[config.mk]
export PLATFORM = sky130hd
export DESIGN_NAME = gl_led_gpio
export DESIGN_NICKNAME = d
export VERILOG_FILES = /design/src/logic/gl_pkg.sv /design/src/logic/gl_led_gpio.sv
export SDC_FILE = /design/constraint.sdc
export NUM_CORES = 1
export LEC_CHECK = 0
export ABC_AREA = 1
export BUFFER_PORTS_ARGS = -buffer_cell sky130_fd_sc_hd__clkbuf_2
export CORE_ASPECT_RATIO = 1.1
export CORE_MARGIN = 2
export CORE_UTILIZATION = 50
export DETAILED_ROUTE_END_ITERATION = 6
export PLACE_DENSITY = 0.7
export SYNTH_ARGS = -nofsm -noshare
export SYNTH_HDL_FRONTEND = slang
export SYNTH_SLANG_ARGS = --single-unit
[constraint.sdc]
create_clock -name mclk -period 4.3 [get_ports mclk]
set_clock_uncertainty 0.1 [all_clocks]
set_input_delay 0 -clock mclk [delete_from_list [all_inputs] [get_ports mclk]]
set_output_delay 0 -clock mclk [all_outputs]
set_load 0.005 [all_outputs]
[src/logic/gl_pkg.sv]
// constants and types of the shared gpio / status indicator pin block
// assumes one 250 MHz clock, synchronous reset, AHB-Lite register access
//
// Overview of operation
// - six pins: input, push-pull, open-drain, interrupt
// - reset clears direction, interrupt enable, polarity
// - buffer type bit picks push-pull or open-drain
// - open-drain drives low on 0, floats on 1
// - push-pull drives pin to its data bit
// - input pin data bit reads pin level
// - status and enable per pin, one request
// - polarity set: high sets status, else low
// - indicator enable makes pin output, input off
// - indicator defaults loaded from straps
// - select 00/01 maps link, duplex, speed per port
// - select 10/11 maps traffic or raw enables
// - active drives inverse strap polarity, else float
// - indicator polarity fixed by latched strap
// - port 0 traffic pulses 80 ms, 80 ms gap
// - link/activity blinks inactive 80 ms on traffic
// - duplex steady, collision pulses, off without link
// - speed active at 100, off at 10 or down
// - 100 link/activity only at 100 with link
// - 10 link/activity only at 10 with link
// - raw select drives push-pull, ignores polarity
package gl_pkg;

   localparam int unsigned NPIN = 6;

   // register byte offsets
   localparam logic [31:0] OFF_DATA = 32'h0000_0000;
   localparam logic [31:0] OFF_CFG = 32'h0000_0004;
   localparam logic [31:0] OFF_IRQ = 32'h0000_0008;
   localparam logic [31:0] OFF_IND = 32'h0000_000C;
   localparam logic [31:0] MAP_MASK = 32'hFFFF_FFF3;

   // field positions: low field at bit 0, second field here
   localparam int unsigned HI_LSB = 8;
   localparam int unsigned LPOL_LSB = 16;

   // values after reset
   localparam logic [5:0] RST_DIR = 6'h00;
   localparam logic [5:0] RST_IEN = 6'h00;
   localparam logic [5:0] RST_IPOL = 6'h00;
   localparam logic [5:0] RST_ZERO = 6'h00;

   // indicator function selects
   localparam logic [1:0] FUN_LINK = 2'h0;
   localparam logic [1:0] FUN_SPLIT = 2'h1;
   localparam logic [1:0] FUN_TRAF = 2'h2;
   localparam logic [1:0] FUN_RAW = 2'h3;

   // stretch interval
   localparam int unsigned STRETCH_MS = 80;
   localparam int unsigned CLK_KHZ = 250000;
   localparam int unsigned STRETCH_CYC = STRETCH_MS * CLK_KHZ;

   typedef enum logic [1:0] {ST_IDLE, ST_PULSE, ST_GAP} gl_str_t;

endpackage

[src/logic/gl_led_gpio.sv]
// six shared pins: gpio with level interrupts, or port status indicators
// assumes synchronous pin and status inputs, single-word AHB-Lite master
//
// Register access over AHB-Lite and the register addresses are this design's own decisions.
module gl_led_gpio #(
   parameter int unsigned STRETCH_CYC = gl_pkg::STRETCH_CYC
) (
   // clock and reset
   input wire logic mclk,
   input wire logic rst_n,
   // ahb-lite slave
   input wire logic hsel,
   input wire logic [31:0] haddr,
   input wire logic [1:0] htrans,
   input wire logic hwrite,
   input wire logic [2:0] hsize,
   input wire logic [31:0] hwdata,
   input wire logic hready,
   output logic [31:0] hrdata,
   output logic hreadyout,
   output logic hresp,
   // pins
   input wire logic [5:0] gpio_in,
   output logic [5:0] gpio_out,
   output logic [5:0] gpio_oe,
   // straps
   input wire logic [5:0] strap_led_en,
   input wire logic [1:0] strap_led_fun,
   input wire logic [5:0] strap_led_pol,
   // port status, index 0 is port 1, index 1 is port 2
   input wire logic [1:0] p_link,
   input wire logic [1:0] p_speed100,
   input wire logic [1:0] p_full_dup,
   input wire logic [1:0] p_collision,
   input wire logic [1:0] p_activity,
   input wire logic p0_tx,
   input wire logic p0_rx,
   // raw mii enables, index is port number
   input wire logic [2:0] mii_tx_en,
   input wire logic [2:0] mii_rx_dv,
   // interrupt request
   output logic pin_irq_event
);

   localparam int unsigned N = gl_pkg::NPIN;
   localparam int unsigned CW = $clog2(STRETCH_CYC + 1);
   localparam logic [CW-1:0] CNT_LOAD = CW'(STRETCH_CYC - 1);
   localparam logic [CW-1:0] CNT_ZERO = '0;

   typedef struct packed {
      logic [5:0] pin_data_bits;
      logic [5:0] pin_direction_bits;
      logic [5:0] out_buffer_type_bits;
      logic [5:0] ipol;
      logic [5:0] ist;
      logic [5:0] ien;
      logic [5:0] led_en;
      logic [1:0] led_fun;
      logic [5:0] led_pol;
      logic loaded;
      logic wr_pend;
      logic [1:0] wr_idx;
      logic [31:0] rdata;
      gl_pkg::gl_str_t [5:0] ph;
      logic [5:0][CW-1:0] cnt;
      logic [5:0] pout;
      logic [5:0] poe;
   } gl_state_t;

   gl_state_t state_q, state_d;
   logic acc, map_ok;
   logic [5:0] in_mask, rd_pins, lvl_hit, w1c, act_v, raw_v;
   logic [5:0] ev_v, od_mask, pp_mask;
   logic [1:0] pos;
   logic lk, sp, base, gate, inv, pulse;

   ////////////////////////////////////////////////////////////////////
   always_comb begin
      state_d = state_q;
      state_d.wr_pend = 1'b0;
      acc = hsel & hready & htrans[1];
      map_ok = (haddr & gl_pkg::MAP_MASK) == 32'h0000_0000;
      w1c = 6'h00;
      act_v = 6'h00;
      raw_v = 6'h00;
      ev_v = 6'h00;
      pos = 2'h0;
      lk = 1'b0;
      sp = 1'b0;
      base = 1'b0;
      gate = 1'b1;
      inv = 1'b0;
      pulse = 1'b0;

      // indicator pins have their input buffer switched off
      in_mask = ~state_q.pin_direction_bits & ~state_q.led_en;
      rd_pins = (state_q.pin_data_bits & state_q.pin_direction_bits
                 & ~state_q.led_en)
                | (gpio_in & in_mask);
      lvl_hit = ~state_q.led_en & ~(gpio_in ^ state_q.ipol);
      od_mask = ~state_q.led_en & state_q.pin_direction_bits
                & state_q.out_buffer_type_bits;
      pp_mask = ~state_q.led_en & state_q.pin_direction_bits
                & ~state_q.out_buffer_type_bits;

      // write data phase
      if (state_q.wr_pend) begin
         case (state_q.wr_idx)
            2'h0: begin
               state_d.pin_data_bits = hwdata[5:0];
               state_d.pin_direction_bits =
                  hwdata[gl_pkg::HI_LSB +: 6];
            end
            2'h1: begin
               state_d.out_buffer_type_bits = hwdata[5:0];
               state_d.ipol = hwdata[gl_pkg::HI_LSB +: 6];
            end
            2'h2: begin
               w1c = hwdata[5:0];
               state_d.ien = hwdata[gl_pkg::HI_LSB +: 6];
            end
            2'h3: begin
               // polarity is not writable, only enable and select
               state_d.led_en = hwdata[5:0];
               state_d.led_fun = hwdata[gl_pkg::HI_LSB +: 2];
            end
            default: begin
            end
         endcase
      end

      // level source keeps setting; a set beats a same-cycle clear
      state_d.ist = (state_q.ist & ~w1c) | lvl_hit;

      // straps caught on the first cycle after reset release
      if (!state_q.loaded) begin
         state_d.led_en = strap_led_en;
         state_d.led_fun = strap_led_fun;
         state_d.led_pol = strap_led_pol;
         state_d.loaded = 1'b1;
      end

      // address phase
      if (acc) begin
         state_d.wr_pend = hwrite & map_ok;
         state_d.wr_idx = haddr[3:2];
         state_d.rdata = 32'h0000_0000;
         if (!hwrite && map_ok) begin
            case (haddr[3:2])
               2'h0: begin
                  state_d.rdata[5:0] = rd_pins;
                  state_d.rdata[gl_pkg::HI_LSB +: 6] =
                     state_q.pin_direction_bits;
               end
               2'h1: begin
                  state_d.rdata[5:0] = state_q.out_buffer_type_bits;
                  state_d.rdata[gl_pkg::HI_LSB +: 6] = state_q.ipol;
               end
               2'h2: begin
                  state_d.rdata[5:0] = state_q.ist;
                  state_d.rdata[gl_pkg::HI_LSB +: 6] = state_q.ien;
               end
               2'h3: begin
                  state_d.rdata[5:0] = state_q.led_en;
                  state_d.rdata[gl_pkg::HI_LSB +: 2] = state_q.led_fun;
                  state_d.rdata[gl_pkg::LPOL_LSB +: 6] =
                     state_q.led_pol;
               end
               default: begin
               end
            endcase
         end
      end

      ////////////////////////////////////////////////////////////////
      // pins 5..3 follow port 2, pins 2..0 port 1
      for (int i = 0; i < N; i++) begin
         pos = 2'(i % 3);
         lk = p_link[i / 3];
         sp = p_speed100[i / 3];
         base = 1'b0;
         gate = 1'b1;
         inv = 1'b0;
         case (state_q.led_fun)
            gl_pkg::FUN_LINK, gl_pkg::FUN_SPLIT: begin
               if (pos == 2'h1) begin
                  // full duplex steady, collisions only in half
                  base = lk & p_full_dup[i / 3];
                  ev_v[i] = lk & ~p_full_dup[i / 3]
                            & p_collision[i / 3];
                  gate = lk;
               end else begin
                  inv = 1'b1;
                  if (state_q.led_fun == gl_pkg::FUN_LINK) begin
                     base = (pos == 2'h2) ? lk : 1'b0;
                  end else if (pos == 2'h2) begin
                     base = lk & sp;
                  end else begin
                     base = lk & ~sp;
                  end
                  ev_v[i] = base & p_activity[i / 3];
                  if (state_q.led_fun == gl_pkg::FUN_LINK
                      && pos == 2'h0) begin
                     inv = 1'b0;
                     gate = lk & sp;
                     base = lk & sp;
                     ev_v[i] = 1'b0;
                  end
               end
            end
            gl_pkg::FUN_TRAF: begin
               if (pos == 2'h2) begin
                  // link state plays no part here
                  ev_v[i] = (i / 3 == 1) ? p0_tx : p0_rx;
               end else if (pos == 2'h1) begin
                  inv = 1'b1;
                  base = lk;
                  ev_v[i] = lk & p_activity[i / 3];
               end else begin
                  base = lk & sp;
                  gate = lk & sp;
               end
            end
            default: begin
            end
         endcase
         // one stretch timer per pin
         case (state_q.ph[i])
            gl_pkg::ST_IDLE: begin
               if (ev_v[i]) begin
                  state_d.ph[i] = gl_pkg::ST_PULSE;
                  state_d.cnt[i] = CNT_LOAD;
               end
            end
            gl_pkg::ST_PULSE: begin
               if (state_q.cnt[i] == CNT_ZERO) begin
                  state_d.ph[i] = gl_pkg::ST_GAP;
                  state_d.cnt[i] = CNT_LOAD;
               end else begin
                  state_d.cnt[i] = state_q.cnt[i] - CW'(1);
               end
            end
            gl_pkg::ST_GAP: begin
               // events in the gap are dropped: minimum rest time
               if (state_q.cnt[i] == CNT_ZERO) begin
                  state_d.ph[i] = gl_pkg::ST_IDLE;
               end else begin
                  state_d.cnt[i] = state_q.cnt[i] - CW'(1);
               end
            end
            default: begin
               state_d.ph[i] = gl_pkg::ST_IDLE;
            end
         endcase
         pulse = state_q.ph[i] == gl_pkg::ST_PULSE;
         act_v[i] = inv ? (base & ~pulse)
                        : ((base | pulse) & gate);
      end

      raw_v = {mii_tx_en[0], mii_tx_en[2], mii_rx_dv[2],
               mii_rx_dv[0], mii_tx_en[1], mii_rx_dv[1]};

      // pin drivers, registered
      for (int i = 0; i < N; i++) begin
         if (state_q.led_en[i]) begin
            if (state_q.led_fun == gl_pkg::FUN_RAW) begin
               state_d.poe[i] = 1'b1;
               state_d.pout[i] = raw_v[i];
            end else begin
               state_d.poe[i] = act_v[i];
               state_d.pout[i] = ~state_q.led_pol[i];
            end
         end else if (state_q.pin_direction_bits[i]) begin
            if (state_q.out_buffer_type_bits[i]) begin
               state_d.poe[i] = ~state_q.pin_data_bits[i];
               state_d.pout[i] = 1'b0;
            end else begin
               state_d.poe[i] = 1'b1;
               state_d.pout[i] = state_q.pin_data_bits[i];
            end
         end else begin
            state_d.poe[i] = 1'b0;
            state_d.pout[i] = 1'b0;
         end
      end
   end

   ////////////////////////////////////////////////////////////////////
   always_ff @(posedge mclk) begin
      if (!rst_n) begin
         state_q <= '0;
         state_q.pin_direction_bits <= gl_pkg::RST_DIR;
         state_q.ien <= gl_pkg::RST_IEN;
         state_q.ipol <= gl_pkg::RST_IPOL;
         state_q.led_en <= gl_pkg::RST_ZERO;
         state_q.poe <= gl_pkg::RST_ZERO;
      end else begin
         state_q <= state_d;
      end
   end

   assign hrdata = state_q.rdata;
   assign hreadyout = 1'b1;
   assign hresp = 1'b0;
   assign gpio_out = state_q.pout;
   assign gpio_oe = state_q.poe;
   assign pin_irq_event = |(state_q.ist & state_q.ien);

   ////////////////////////////////////////////////////////////////////
   logic rd_data, rd_ind;
   assign rd_data = acc & ~hwrite & (haddr == gl_pkg::OFF_DATA);
   assign rd_ind = acc & ~hwrite & (haddr == gl_pkg::OFF_IND);

   for (genvar g = 0; g < N; g++) begin : g_chk

   end
endmodule // gl_led_gpio

-- Word-level counts from Yosys, hierarchy flattened
Cells that the tools add are included.
- input bits: 112
- memories: 0
- logic and storage cells: 342
- bits in latches: 0
- memory bits (writable): 0
- output and inout bits: 47
- register bits: 246
- bits in read-only memories: 0
- bitwise logic cells: 71
- reductions and logical operators: 43
- div/mod/pow operators: 0
- shifts and indexed selects: 0
- equality and inequality tests: 47
- add/sub/neg operators: 6
- order comparisons: 0
- multiply operators: 0
- mux-type cells: 148
- operators by type and width (operator ; number):
    2-to-1 mux 25 bit ; 18
    case mux 25 bit (3 select lines) ; 6
    zero test 25 bit ; 6
    subtractor 25 x 1 -> 25 bit (second input constant) ; 6
    2-to-1 mux 1 bit ; 78
    inequality test 2 bit (second input constant) ; 24
    bitwise AND 6 bit ; 7
    2-to-1 mux 2 bit ; 18
    2-to-1 mux 6 bit ; 6
    case mux 2 bit (3 select lines) ; 6
    AND reduction 3 bit ; 12
    zero test 32 bit ; 1
    bitwise AND 1 bit ; 29
    equality test 2 bit (second input constant) ; 12
    NOT 6 bit ; 4
    case mux 6 bit (4 select lines) ; 1
    NOT 1 bit ; 22
    case mux 1 bit (2 select lines) ; 10
    equality test 2 x 1 -> 1 bit (second input constant) ; 9
    zero test 2 bit ; 9
    nonzero test 3 bit ; 6
    2-to-1 mux 8 bit ; 2
    2-to-1 mux 15 bit ; 1
    bitwise OR 6 bit ; 2
    other kinds (10) ; 20

-- Logic depth before layout (Yosys ltp)
Gate-level depths: netlist of run 1.
- depth in word-level cells: 11
- mapped depth: 15
- depth with buffers taken out: 13

-- Worst setup path before layout of run 1
No wires, ideal clock.
- path type: register to register
- start: reg state_q[167] in the netlist's numbering
- end: reg state_q[62] in the netlist's numbering
- cell stages (with the launch flop): 12
- data required time: 4.085 ns
- arrival: 1.639 ns
- library setup time: 0.115 ns
- period minus slack after synthesis: 1.853 ns
- path slack: 2.447 ns
- buffers on the path: 1
- cells stage by stage: dfxtp_1 inv_1 ha_1 nor2_2 inv_1 o21ai_1 inv_2 nand2_8 inv_4 buf_6 o21ai_1 nor2_1
- word-level cells in the longest chain between the ends: 3
- elaborated cells between the ends (all ways): 8
- classes of those cells: eq/ne (4); mux (1); reduce/logical (3)
- RTL lines (element ; line ; RTL):
    start, declared ; gl_led_gpio.sv:70 ; gl_state_t state_q, state_d;
    start signal, assigned ; gl_led_gpio.sv:298 ; state_q <= state_d;
    equality test 2 bit (tied with other cells) ; gl_led_gpio.sv:228 ; case (state_q.ph[i])
    inequality test 2 bit (no line) or nonzero test 3 bit (tied branches) ; -- ;
    AND reduction 3 bit (no line) ; -- ;
Several ways; a longest one is shown, not always the timed one.
A chain may end at the register's enable or synchronous reset.

-- Worst setup path in the final report of run 1
- start: reg state_q[217] in the netlist's numbering
- end: reg state_q[156] in the netlist's numbering
- word-level cells in the longest chain between the ends: 7
- elaborated cells between the ends (all ways): 10
- classes of those cells: eq/ne (3); mux (3); bitwise (1); reduce/logical (3)
- RTL lines (element ; line ; RTL):
    zero test 2 bit ; gl_led_gpio.sv:184, gl_led_gpio.sv:194 ;
    2-to-1 mux 1 bit ; gl_led_gpio.sv:194 ; if (state_q.led_fun == gl_pkg::FUN_LINK) begin
    2-to-1 mux 1 bit ; gl_led_gpio.sv:184 ; case (state_q.led_fun)
    bitwise AND 1 bit ; gl_led_gpio.sv:201 ; ev_v[i] = base & p_activity[i / 3];
    case mux 1 bit (2 select lines) * ; gl_led_gpio.sv:184 ;
    inequality test 2 bit (no line) * ; -- ;
    AND reduction 3 bit (no line) * ; -- ;
Mark *: on every way between the ends. The rest lies on a longest branch, timed or not. The select of a mux whose other input is x is not followed.

==> run metrics, run 1 <==
status finished, violations left; failing checks design-rule violations; post-layout min period about 3200 ps; CTS sink cnt roughly 250; Layout area overhead 15.5%; Post-CTS Resized 0; via count between 15k and 20k; GPL Wtd Cong around 0.9; cell row count 65; leakage power roughly 7.5 nW; DR vias/cell between 5 and 6; CTS clk-pin slew, worst paths around 60 ps; final worst-path cycle share 0.740; number of I/O pins approximately 160; Post-DP HPWL 27,400 um; placed insts 2,695; post-layout util 0.588; Most common cell on crit path nand2_1; crit path capture type flop; worst slew pin tran about 1200 ps; Residual DRC 34; nets 2,568; Critical Path, Cell by Cell inv_1 -> nand2_1 -> a21oi_2 -> nand2_1 -> dlygate4sd3_1 -> nand3_1 -> nand2_1 -> a21oi_2 -> nand2_2 -> nand2_2 -> nor2_1; setup violators final 0; ys async rst share 0; latest clock arrival within the worst-skew pair around 550 ps; IO buf count about 120; flop-to-flop setup slack 1120 ps; #FFs+latches synth 246; Cell Area, Synth approximately 15,000 um2; Iter 0 DRT Violations approximately 1.3k; IR drop worst, VDD ~0.35 mV; CP startpoint kind flop; PD cells 587 nW/um2; layout cells sized above 1 0.102; total grt overflow 0; largest net degree at the start of global routing 71; family with the most delay on the worst path compound AO/OA/AOI/OAI gates; Avg Inst Size Synth about 6.4 um2; Die Span Y around 180 um; Avg WL per Cell between 10 and 15 um; Synth Instances 2,296; RSZ-0062 raised after global routing no; Arr. time, crit path roughly 3500 ps; CTS buffer count 28; relative slew slack 0.200; Post-synth EDFFs 0; GR Util All Layers 0.251; Seq/Total Area, Yosys 0.336; drt pass-1 iters 7; Max Clock Freq between 0.3 and 0.4 GHz; Synth Flop Type dfxtp_1; Setup CP Type reg2reg; CTS tree built; initial core utilization 0.509; Critical Path Max Stage Delay 870 ps; Max clock buf depth 3; initial antenna violation count 4; final wirelength between 30,000 and 40,000 um; warnings from Yosys 0; vias in the first global route 13.9k; slowest cell on the critical path a21oi_2; Final Slew Violations 0; H-tree depth 1; Core Area between 20,000 and 30,000 um2; leading cell type in the layout, fill and taps excluded nand2_1; Bufs and invs on worst path 2; Distinct cells, synth 56; crit-path max FO 30; Hold WC Path Type in2reg; Finished Layout Cells around 2.8k; DIE AREA 30,700 um2; chip width about 170 um; first-pass GRT wire length about 65,000 um; Max Cap Viol 0; DRT antenna net count 0; most frequent cells in the layout nand2_1, nor2_1, inv_1, dfxtp_1, a21oi_1; Setup TNS 0 ps; clk root buf clkbuf_16; Crit path required time 4640 ps; Fin. Hold Viols 0
-- layout make-up --
| class | count | area, um2 |
|---|---|---|
| timing repair buffer | 193 | 1330 |
| fill | 2753 | 11900 |
| multi-input combinational | 1687 | 8080 |
| tap | 368 | 460 |
| inverter | 271 | 1020 |
| clock buffer | 34 | 764 |
| clock inverter | 18 | 327 |
| sequential | 246 | 4920 |
| antenna | 4 | 10.0 |
-- registers in the layout, summed over array words and instances, names as in the netlist --
register / cells
gpio_out: 6
hrdata: 18
gpio_oe: 6
state_q: 216
-- layer usage --
metal,track usage,vias up,wire length (um)
li1,-,7659,-
met4,0.0831,0,1010
met5,0,-,0
met2,0.433,422,18500
met1,0.321,6907,17500
met3,0.0379,76,2540
-- path summary, 6_finish.rpt --
path | start | end | depth (start not counted)
worst min register to register | hrdata[18] | hrdata[18] | 2
worst max-delay path | state_q[217] | state_q[156] | 11
worst max register to register | state_q[217] | state_q[156] | 11
worst min-delay path | p_link[0] | gpio_oe[0] | 5
-- report_power, final --
group,switching (mW),total (mW),internal [mW]
combinational,2.79,4.16,1.37
sequential,0.345,2.98,2.63
clock,1.00,2.81,1.81
total,4.13,9.94,5.81
-- tightest hold or removal path, stage by stage --
cell      delay [ps]
clkbuf_2          90
inv_1            160
nor4_1            80
o31ai_1          190
a21oi_1           90
-- cell families (layout without fill, tap and decap cells) --
kind of cell	Yosys count	after routing	synth area share
buffers and inverters	377	516	0.116
AND/OR/NAND/NOR	1162	1162	0.342
AO/OA/AOI/OAI	453	453	0.165
adder cells (fa/ha/maj)	29	29	0.0248
other	2	20	0.000512
XOR/XNOR	27	27	0.0161
flip-flops	246	246	0.336
-- synthesized netlist by cell type, drive strengths merged (2+ instances only) --
library cell | instances | area, um2
o2111ai | 2 | 17.5
inv | 265 | 1000
nand2 | 503 | 1960
o221ai | 3 | 26.3
ha | 29 | 363
clkbuf | 36 | 136
a211oi | 8 | 70.1
o211ai | 8 | 60.1
conb | 2 | 7.51
xor2 | 20 | 175
nor4 | 8 | 50.1
a31oi | 4 | 25.0
nor2 | 397 | 1580
a22oi | 2 | 15.0
dfxtp | 246 | 4920
or2 | 7 | 43.8
nand4 | 51 | 319
nor3 | 52 | 282
nand3b | 7 | 52.6
a21oi | 213 | 1090
xnor2 | 7 | 61.3
clkinv | 6 | 22.5
o21bai | 4 | 30.0
o21ai | 202 | 1030
nand3 | 135 | 706
buf | 70 | 543
-- per-stage QoR --
step	hold WS, ps	total power, mW	setup slack (ps)	cell area (um2)
floorplan	-72.3	6.25	2450	14700
global placement	167	6.94	1710	15100
detailed placement	174	7.04	1630	15100
CTS	10.8	9.93	1130	16900
global route	126	10.7	790	16900
finish	25.8	9.94	1120	16900
-- timing repair --
action,4_1_cts,5_1_grt
setup buffers,0,0
endpoints found under the hold margin,112,0
hold buffers,70,0
No activity file was read; power rests on OpenSTA's default activity.
==> inputs of run 2 (changes only) <==
ABC_AREA = 0   (was 1)
clock period = 3.2 ns   (was 4.3 ns; I/O delays follow)
==> run 2 against run 1 <==
The run ends with negative hold slack left; combinational power increased by 53%; sequential share of layout area increased by 1.7 points; synthesized cell count decreased by 24%; non-clock buffer count increased by 37; utilization increased by 0.72 points; hold slack got worse by 42 ps; area after synthesis decreased by 7.0%; wire length decreased by 5.6%.
==> run metrics, run 2 <==
R2R depth 8; chip width ~160 um; RSZ-0062 raised after global routing no; GPL Wtd Cong 0.859; slowest cell on the critical path or4_1; crit path capture type flop; vias in the first global route around 13k; drt pass-1 iters 7; Most flops, register state_q; Setup TNS 0 ps; warnings from Yosys 0; Hold WC Path Type in2reg; worst slew pin tran approximately 1000 ps; initial core utilization 0.507; Synth Flop Type dfxtp_1; largest net degree at the start of global routing 73; cell row count 63; largest area contributor in the netlist dfxtp_1; Critical Path Max Stage Delay between 600 and 700 ps; flop-to-flop setup slack ~150 ps; leading cell type in the layout, fill and taps excluded nor2_1; Hold WS -16.7 ps; Final Slew Violations 0; clk root buf clkbuf_16; crit-path max FO 8; #FFs+latches synth about 250; CTS clk-pin slew, worst paths roughly 70 ps; CP endpoint state_q[64]; Residual DRC 0; Seq. cell area 4920 um2; failing checks negative hold slack; Synth Instances ~1.7k; Avg Inst Size Synth about 7.9 um2; Crit path required time about 3500 ps; relative slew slack 0.321; GR Util All Layers 0.252; Seq/Total Area, Yosys 0.361; H-tree depth 1; reg-to-reg startpoint state_q[62]; DRT antenna net count 0; largest cells by area after synthesis dfxtp_1, nor2_1, o21ai_0; Fin. Hold Viols 5; Arr. time, crit path roughly 3400 ps; most frequent cells in the layout nor2_1, dfxtp_1, o21ai_0, a21oi_1, nand2_1; ys async rst share 0; Distinct cells, synth between 80 and 90; Max clock buf depth 3; Setup CP Type reg2reg; Core Area 26,900 um2; Largest register FFs 216; status finished, violations left; PD cells around 870 nW/um2; Max Clock Freq 0.328 GHz; Iter 0 DRT Violations roughly 950; number of I/O pins 159; top cells by count, synth nor2_1, dfxtp_1, o21ai_0; Critical Path, Cell by Cell inv_1 -> ha_1 -> or4b_1 -> or4_4 -> or4_1 -> nand2_4 -> nor2_4 -> a32o_1; CP startpoint kind flop; Post-synth EDFFs 0; nets about 2k; leakage power 6.19 nW; final wirelength 37,300 um; Avg WL per Cell roughly 17 um; area occupied by multi-input gates roughly 7900 um2; initial antenna violation count 0; CP startpoint state_q[62]; share of the synthesized area in the top cell type 0.361; IR drop worst, VDD 0.880 mV; CTS tree built; Cell Area, Synth 13,600 um2; layout cells sized above 1 0.138; most common cell in the netlist nor2_1; IO buf count roughly 120; Max Cap Viol 0; Die Span Y ~180 um; latest clock arrival within the worst-skew pair approximately 560 ps; setup violators final 0; DIE AREA 28,600 um2; post-layout min period 3050 ps; CTS buffer count 28; Fill cells 2,358; Layout area overhead 17.3%; final worst-path cycle share 0.953; via count 13.3k; first-pass GRT wire length about 60,000 um; total grt overflow 0; DR vias/cell about 5.9; Post-DP HPWL roughly 25,000 um; CTS sink cnt around 250; worst r2r dst state_q[64]
-- run 2: worst min-delay path by stage --
stage	from	endpoint	slack, ps	cells past startpoint
2_1_floorplan	rst_n	state_q[209]	-70	0
3_3_place_gp	strap_led_pol[5]	state_q[215]	130	3
3_5_place_dp	strap_led_pol[0]	state_q[210]	140	3
4_1_cts	p_collision[1]	state_q[170]	4	6
5_1_grt	haddr[16]	hrdata[3]	10	7
6_report	haddr[24]	hrdata[5]	-20	7
-- run 2: cell type report --
class                   count  share of cell area
diodes                      1            0.000156
well taps                 357              0.0279
flip-flops and latches    246               0.308
multi-input cells        1315               0.494
inverters                  48              0.0114
clock inverters            12             0.00978
repair buffers            230               0.101
clock buffers              37              0.0484
-- run 2: metrics by stage --
step / utilization / total power, mW / std cells / instance area (um2) / worst slack, ps
finish: 0.595 / 13.9 / 2246 / 16000 / 149
detailed placement: 0.537 / 10.5 / 2134 / 14400 / 206
floorplan: - / 8.84 / 1750 / 13700 / 415
global route: 0.595 / 14.9 / 2245 / 16000 / 60.4
global placement: 0.537 / 10.4 / 2134 / 14400 / 267
CTS: 0.595 / 13.9 / 2246 / 16000 / 36.0
-- run 2: repair_timing --
item	CTS	global route
setup endpoints to repair	0	11
hold buffers	63	0
resized for setup	0	3
buffers inserted	0	0
endpoints found under the hold margin	90	0
-- run 2: logic make-up (layout without fill, tap and decap cells) --
group,count (synthesis),after routing,synth area share
adder cells (fa/ha/maj),29,29,0.0266
AND/OR/NAND/NOR,684,684,0.249
flip-flops,246,246,0.361
XOR/XNOR,45,45,0.0289
other,2,17,0.000551
multiplexers,59,59,0.0506
AO/OA/AOI/OAI,482,482,0.218
buffers and inverters,189,327,0.0652
-- run 2: metal layers --
layer,up-vias,wire (um),GRT usage
met1,6320,16200,0.325
met2,397,18100,0.434
met3,77,1900,0.0307
li1,6529,-,-
met5,-,0,0
met4,0,1090,0.0926
-- run 2: power by group --
group / internal [mW] / leakage, nW / total (mW) / switching (mW)
clock: 1.94 / 0.445 / 3.25 / 1.31
combinational: 2.43 / 3.74 / 6.38 / 3.95
sequential: 3.64 / 2.01 / 4.27 / 0.622
total: 8.01 / 6.19 / 13.9 / 5.88
-- run 2: worst max-delay path, delay by kind of cell (launching register included) --
kind	cells	cell delay, ps
simple gates	5	1950
flops	1	340
compound gates	1	240
fa+ha+maj	1	200
buf+inv	1	80
